$ cat config.mk
export PLATFORM = sky130hd
export DESIGN_NAME = dtad_decoder
export DESIGN_NICKNAME = d
export VERILOG_FILES = /design/src/dtad_decoder.v
export VERILOG_INCLUDE_DIRS = /design/src
export SDC_FILE = /design/constraint.sdc
export NUM_CORES = 1
export LEC_CHECK = 0
export BUFFER_PORTS_ARGS = -buffer_cell sky130_fd_sc_hd__buf_2
export CORE_UTILIZATION = 48
export CTS_BUF_LIST = sky130_fd_sc_hd__clkbuf_16
export CTS_CLUSTER_SIZE = 20
export DETAILED_ROUTE_END_ITERATION = 7
export PLACE_DENSITY = 0.77
export SLEW_MARGIN = 20
export SYNTH_ARGS = -nofsm -noshare
export SYNTH_HDL_FRONTEND = slang
export SYNTH_SLANG_ARGS = --single-unit
$ cat constraint.sdc
create_clock -name CORE_CLK -period 1.1 [get_ports CORE_CLK]
set_clock_uncertainty 0.1 [all_clocks]
set_input_delay 0.055 -clock CORE_CLK [delete_from_list [all_inputs] [get_ports CORE_CLK]]
set_output_delay 0.055 -clock CORE_CLK [all_outputs]
set_load 0.01 [all_outputs]
$ cat src/dtad_defines.vh
// Opcode patterns, field positions and class codes for the decoder
`ifndef DTAD_DEFINES_VH
`define DTAD_DEFINES_VH
`define DTAD_OP_SEG_LOAD   8'h8e
`define DTAD_OP_SEG_STORE  8'h8c
`define DTAD_OP_TABLE_TRANSLATE_OP       8'hd7
`define DTAD_OP_ADC_HI     6'h04
`define DTAD_OP_SUB_HI     6'h0a
`define DTAD_OP_IMM_HI     6'h20
`define DTAD_OP_DECADJ     8'h27
`define DTAD_OP_ASCADJ     8'h3f
`define DTAD_OP_BYTE_EXT   8'h98
`define DTAD_OP_WORD_EXT   8'h99
`define DTAD_BIT_D         1
`define DTAD_BIT_W         0
`define DTAD_BIT_S         1
`define DTAD_MODRM_B5      5
`define DTAD_MOD_HI        7
`define DTAD_MOD_LO        6
`define DTAD_REG_HI        5
`define DTAD_REG_LO        3
`define DTAD_RM_HI         2
`define DTAD_RM_LO         0
`define DTAD_RM_DIRECT     3'h6
`define DTAD_SW_WORD_IMM   2'h1
`define DTAD_LEN_OPCODE    3'h1
`define DTAD_CLS_NONE      4'h0
`define DTAD_CLS_SEG_LOAD  4'h1
`define DTAD_CLS_SEG_STORE 4'h2
`define DTAD_CLS_TABLE_TRANSLATE_OP      4'h3
`define DTAD_CLS_ADC       4'h4
`define DTAD_CLS_SUB       4'h5
`define DTAD_CLS_DECADJ    4'h6
`define DTAD_CLS_ASCADJ    4'h7
`define DTAD_CLS_BYTE_EXT  4'h8
`define DTAD_CLS_WORD_EXT  4'h9
`define DTAD_CLS_IMM_ARITH 4'ha
`define DTAD_CLS_ILLEGAL   4'hf
`endif

$ cat src/dtad_decoder.v
// Data transfer and arithmetic opcode decoder, one instruction per request
// Contract
// - Byte 8e with addressing bit 5 clear loads a segment register from a register or memory operand.
// - Byte 8c with addressing bit 5 clear stores a segment register into a register or memory operand.
// - Byte d7 alone is a table lookup that replaces the low accumulator byte from memory.
// - Pattern 000100dw is add-with-carry with d choosing destination and w choosing width.
// - Pattern 001010dw is subtraction with d and w fields and an addressing byte.
// - Byte 27 alone is a packed decimal correction of the low accumulator byte after addition.
// - Byte 3f alone is an ASCII correction of the accumulator after subtraction.
// - Byte 98 alone sign-extends the low accumulator byte into the whole accumulator.
// - Byte 99 alone sign-extends the accumulator into the data register as a double word.
`include "dtad_defines.vh"
`default_nettype none
module dtad_decoder (
    input  wire        CORE_CLK,
    input  wire        RST_N,
    input  wire        VALID,
    input  wire [7:0]  OPCODE,
    input  wire [7:0]  MODRM,
    input  wire [7:0]  IMM_LO,
    input  wire [7:0]  IMM_HI,
    output reg         DONE,
    output reg  [3:0]  OP_CLASS,
    output reg         DIR_TO_REG,
    output reg         WIDE,
    output reg         USES_MODRM,
    output reg  [2:0]  MODRM_REG,
    output reg  [2:0]  INSN_LEN,
    output reg  [15:0] IMM_VALUE,
    output reg         SEG_LOAD_OP,
    output reg         SEG_STORE_OP
);

    // Displacement bytes implied by an addressing byte
    function [1:0] disp_len;
        input [7:0] m;
        begin
            case (m[`DTAD_MOD_HI:`DTAD_MOD_LO])
                2'h0:    disp_len = (m[`DTAD_RM_HI:`DTAD_RM_LO] == `DTAD_RM_DIRECT) ? 2'h2 : 2'h0;
                2'h1:    disp_len = 2'h1;
                2'h2:    disp_len = 2'h2;
                default: disp_len = 2'h0;
            endcase
        end
    endfunction

    // Segment move whose register field is accepted
    function seg_move_ok;
        input [7:0] op;
        input [7:0] m;
        input [7:0] pattern;
        begin
            seg_move_ok = (op == pattern) && !m[`DTAD_MODRM_B5];
        end
    endfunction

    // Register or memory form carrying d and w bits
    function dw_form;
        input [7:0] op;
        input [5:0] high_bits;
        begin
            dw_form = (op[7:2] == high_bits);
        end
    endfunction

    // Class of an opcode that stands alone
    function [3:0] single_class;
        input [7:0] op;
        begin
            case (op)
                `DTAD_OP_TABLE_TRANSLATE_OP:     single_class = `DTAD_CLS_TABLE_TRANSLATE_OP;
                `DTAD_OP_DECADJ:   single_class = `DTAD_CLS_DECADJ;
                `DTAD_OP_ASCADJ:   single_class = `DTAD_CLS_ASCADJ;
                `DTAD_OP_BYTE_EXT: single_class = `DTAD_CLS_BYTE_EXT;
                `DTAD_OP_WORD_EXT: single_class = `DTAD_CLS_WORD_EXT;
                default:           single_class = `DTAD_CLS_ILLEGAL;
            endcase
        end
    endfunction

    // Immediate bytes after the displacement
    function [1:0] imm_count;
        input [7:0] op;
        begin
            if (op[`DTAD_BIT_S:`DTAD_BIT_W] == `DTAD_SW_WORD_IMM) begin
                imm_count = 2'h2;
            end else begin
                imm_count = 2'h1;
            end
        end
    endfunction

    // Immediate operand as the execution side sees it
    function [15:0] imm_word;
        input [7:0] op;
        input [7:0] lo;
        input [7:0] hi;
        begin
            if (op[`DTAD_BIT_S:`DTAD_BIT_W] == `DTAD_SW_WORD_IMM) begin
                imm_word = {hi, lo};
            end else if (op[`DTAD_BIT_W]) begin
                imm_word = {{8{lo[7]}}, lo};
            end else begin
                imm_word = {8'h00, lo};
            end
        end
    endfunction

    reg  [3:0]  cls_d;
    reg         dir_d;
    reg         wide_d;
    reg         modrm_d;
    reg  [1:0]  imm_n_d;
    reg  [15:0] imm_d;
    wire [2:0]  len_d;

    always @* begin
        cls_d   = `DTAD_CLS_ILLEGAL;
        dir_d   = 1'h0;
        wide_d  = 1'h0;
        modrm_d = 1'h0;
        imm_n_d = 2'h0;
        imm_d   = 16'h0000;
        if (OPCODE == `DTAD_OP_SEG_LOAD) begin
            // Addressing byte counted even when refused
            modrm_d = 1'h1;
            if (seg_move_ok(OPCODE, MODRM, `DTAD_OP_SEG_LOAD)) begin
                cls_d  = `DTAD_CLS_SEG_LOAD;
                dir_d  = 1'h1;
                wide_d = 1'h1;
            end
        end else if (OPCODE == `DTAD_OP_SEG_STORE) begin
            modrm_d = 1'h1;
            if (seg_move_ok(OPCODE, MODRM, `DTAD_OP_SEG_STORE)) begin
                cls_d  = `DTAD_CLS_SEG_STORE;
                wide_d = 1'h1;
            end
        end else if (dw_form(OPCODE, `DTAD_OP_ADC_HI)) begin
            cls_d   = `DTAD_CLS_ADC;
            dir_d   = OPCODE[`DTAD_BIT_D];
            wide_d  = OPCODE[`DTAD_BIT_W];
            modrm_d = 1'h1;
        end else if (dw_form(OPCODE, `DTAD_OP_SUB_HI)) begin
            cls_d   = `DTAD_CLS_SUB;
            dir_d   = OPCODE[`DTAD_BIT_D];
            wide_d  = OPCODE[`DTAD_BIT_W];
            modrm_d = 1'h1;
        end else if (dw_form(OPCODE, `DTAD_OP_IMM_HI)) begin
            cls_d   = `DTAD_CLS_IMM_ARITH;
            wide_d  = OPCODE[`DTAD_BIT_W];
            modrm_d = 1'h1;
            imm_n_d = imm_count(OPCODE);
            imm_d   = imm_word(OPCODE, IMM_LO, IMM_HI);
        end else begin
            cls_d  = single_class(OPCODE);
            wide_d = (OPCODE == `DTAD_OP_WORD_EXT);
        end
    end

    assign len_d = `DTAD_LEN_OPCODE
                 + {2'h0, modrm_d}
                 + (modrm_d ? {1'h0, disp_len(MODRM)} : 3'h0)
                 + {1'h0, imm_n_d};

    // Results held until the next request
    always @(posedge CORE_CLK or negedge RST_N) begin
        if (!RST_N) begin
            DONE         <= 1'h0;
            OP_CLASS     <= `DTAD_CLS_NONE;
            DIR_TO_REG   <= 1'h0;
            WIDE         <= 1'h0;
            USES_MODRM   <= 1'h0;
            MODRM_REG    <= 3'h0;
            INSN_LEN     <= 3'h0;
            IMM_VALUE    <= 16'h0000;
            SEG_LOAD_OP  <= 1'h0;
            SEG_STORE_OP <= 1'h0;
        end else begin
            DONE <= VALID;
            if (VALID) begin
                OP_CLASS     <= cls_d;
                DIR_TO_REG   <= dir_d;
                WIDE         <= wide_d;
                USES_MODRM   <= modrm_d;
                MODRM_REG    <= MODRM[`DTAD_REG_HI:`DTAD_REG_LO];
                INSN_LEN     <= len_d;
                IMM_VALUE    <= imm_d;
                SEG_LOAD_OP  <= (cls_d == `DTAD_CLS_SEG_LOAD);
                SEG_STORE_OP <= (cls_d == `DTAD_CLS_SEG_STORE);
            end
        end
    end

endmodule // dtad_decoder
`default_nettype wire

==> metrics.cfg <==
[pwr]
clockPowerShare_pct=47.1
p_leak_nw=1.36
p_int_mw=2.52
powerDensity_mw_per_mm2=1130
combPwrFrac_pct=15.8
peakVddDrop_v=0.000961
finalPower_mw=3.33
power_switching_mw=0.811
seqPwrFrac_pct=37.1
switching_share_pct=24.3

[clocking]
clkTransAtPathRegs_ps=60
clock_latency_ps=280
cts_tree=built
clock_path_buffers=2
cts-root-buf=clkbuf_16
cts_sinks=32
cts_made_buffers=5
cts_max_level=2

[logic_synthesis]
ys.warnings.count=0
synth_area_leaders=dfrtp_1 48%, o22ai_1 6.4%, inv_1 5.6%, mux2_2 4.1%, nor2_1 3.4%
synth_nets=215
yosysMostFrequentCell=dfrtp_1
synth.top_cell.area_share_pct=48.1
syn-cell-area_sq_mm=0.00166
ys_ff_latch=32
synth_edf_count=0
netlist.top_cell.by_area=dfrtp_1
synth.avg_cell_area_sq_um=9.40
ys_types=41
synthArstFlopShare_pct=100
synthTopCellsByCount=32 x dfrtp_1, 25 x inv_1, 17 x o22ai_1
ys.flop_type=dfrtp_1
ys_seq_area_share_pct=48.1
synthCells=177

[final_layout]
fin_nets=330
antenna_cells=0
area_growth_pct=76.8
drive_gt1_share_pct=52.9

[timing]
hold_viol=0
setup-violations-final=28
finalWorstSetupSlack_ps=-887
tns_ps=-11110
clock.fmax_mhz=503
period_share_pct=181
min_period_ps=1990
slew_violations=0
worst_pin_slew_ps=442
max_slew_margin_pct=70.1
rsz0062_at_grt=true

[routing]
wl_per_cell_um=19.0
first_pass_iters=6
totalWireLength_mm=6.43
first_iter_violations=201
via_per_inst=5.91
drtAntennaViolNets=0
vias=2004
drc=0

[placement]
place.gp.congestion=0.811
dp_hpwl_mm=3.13
port_buffers=66

[floorplan]
rows=21
fp.dieH_um=60.9
coreArea_sq_mm=0.00334
die_area_sq_mm=0.00371
die_w_um=60.9
io_pins=67
start_util_pct=49.9

[setup_path]
crit_path_max_incr_delay_ps=570
crit_family=simple AND/OR/NAND/NOR gates
r2r-end=INSN_LEN[1]
start_kind=primary input
crit_path_end_kind=flop
arrival_ps=2060
r2r_cells=1
critical_path_buf_inv_count=1
r2r_slack_ps=190
cp.required_ps=1170
critical_path.max_fanout=3
critical_path.slowest_cell=or4b_4
crit_chain=buf_6 > or4b_4 > a21oi_4 > nor2_4 > nor3_2 > ha_1 > fa_2 > mux2_4
path_class=primary input to flop
regToRegStartpoint=INSN_LEN[1]

[global_routing]
grt_pass1_wl_mm=8.71
grtUsageMet3_pct=9.17
grt_max_degree=26
use_met1_pct=37.5
busiest_layer=met2
overflow=0
antenna_found_initial=0
grtUsageMet2_pct=55.7
grt.total_usage_pct=32.9
grt_pass1_vias=1868

[flow_run]
cap_violations=0

[worst_hold_path]
min_path_type=primary input to asynchronous set/reset pin

[outcome]
violations=setup timing
status=complete, but fails checks

-- metrics by stage --
step	cells	hold slack [ps]	worst slack (ps)	cell area, sq um	util [%]
3_5_place_dp	304	-147	-1220	2230	67.0
5_1_grt	339	85.8	-907	2940	88.2
2_1_floorplan	177	-341	-1230	1700	-
3_3_place_gp	304	-150	-1170	2230	67.0
6_report	339	82.3	-887	2940	88.2
4_1_cts	334	46.8	-864	2770	83.1
-- sequential cells by signal (all words and copies together), names as in the netlist --
name,count
DIR_TO_REG,1
DONE,1
IMM_VALUE,16
INSN_LEN,3
MODRM_REG,3
OP_CLASS,4
SEG_LOAD_OP,1
SEG_STORE_OP,1
USES_MODRM,1
WIDE,1
-- cell type report --
cell class | instances | area [sq um]
multi-input cells | 108 | 991
repair buffers | 120 | 835
flip-flops and latches | 32 | 801
fillers | 155 | 395
clock buffers | 5 | 125
inverters | 25 | 93.8
well taps | 46 | 57.6
clock inverters | 3 | 38.8
-- power by group through the flow --
stage          combinational [mW]  sequential [mW]  clock (mW)
3_3_place_gp                0.372             1.25           0
2_1_floorplan               0.158             1.27           0
4_1_cts                     0.468             1.23        1.54
3_5_place_dp                0.379             1.25           0
6_report                    0.528             1.24        1.57
5_1_grt                     0.565             1.24        1.63
-- kinds of logic after synthesis --
family,share of synthesized area (%)
DFF,48.1
muxes,4.06
and+or+nand+nor,17.3
AOI/OAI and AO/OA,17.3
xor gates and xnor gates,1.58
adders and majority gates,2.71
buffers and inverters,8.95
-- worst max-delay path by stage --
stage	endpoint	cells after the start	start	slack [ps]
finish	INSN_LEN[1]	8	OPCODE[6]	-890
global route	INSN_LEN[1]	8	OPCODE[6]	-910
CTS	INSN_LEN[1]	8	OPCODE[5]	-860
detailed placement	INSN_LEN[1]	8	OPCODE[4]	-1220
global placement	INSN_LEN[1]	8	OPCODE[4]	-1170
floorplan	INSN_LEN[1]	8	OPCODE[4]	-1230
-- what timing repair did --
action                                  CTS  global route
resized for setup                        35            23
hold endpoints to repair                 50             0
buffers inserted                          3             5
endpoints found under the setup margin   28            28
hold buffers                             19             0
pin swaps                                 9            10
-- per-layer routing --
metal	up-vias	wire length, um
li1	844	-
met1	981	2360
met2	138	3250
met3	41	470
met4	0	352
met5	-	0
-- cell usage in the layout (no fill, tap or decap), types with 3 or more instances in the layout --
| cell | count |
|---|---|
| o21a_1 | 3 |
| buf_6 | 5 |
| o22ai_4 | 4 |
| o22ai_2 | 12 |
| o21ai_1 | 4 |
| nand3_1 | 4 |
| dfrtp_1 | 32 |
| buf_4 | 29 |
| nor2_1 | 12 |
| nand2_1 | 9 |
| inv_1 | 26 |
| dlygate4sd3_1 | 19 |
| mux2_2 | 4 |
| buf_2 | 64 |
| clkbuf_16 | 5 |
| nand2b_1 | 4 |
| a31oi_1 | 3 |
No activity file was read; power rests on OpenSTA's default activity.
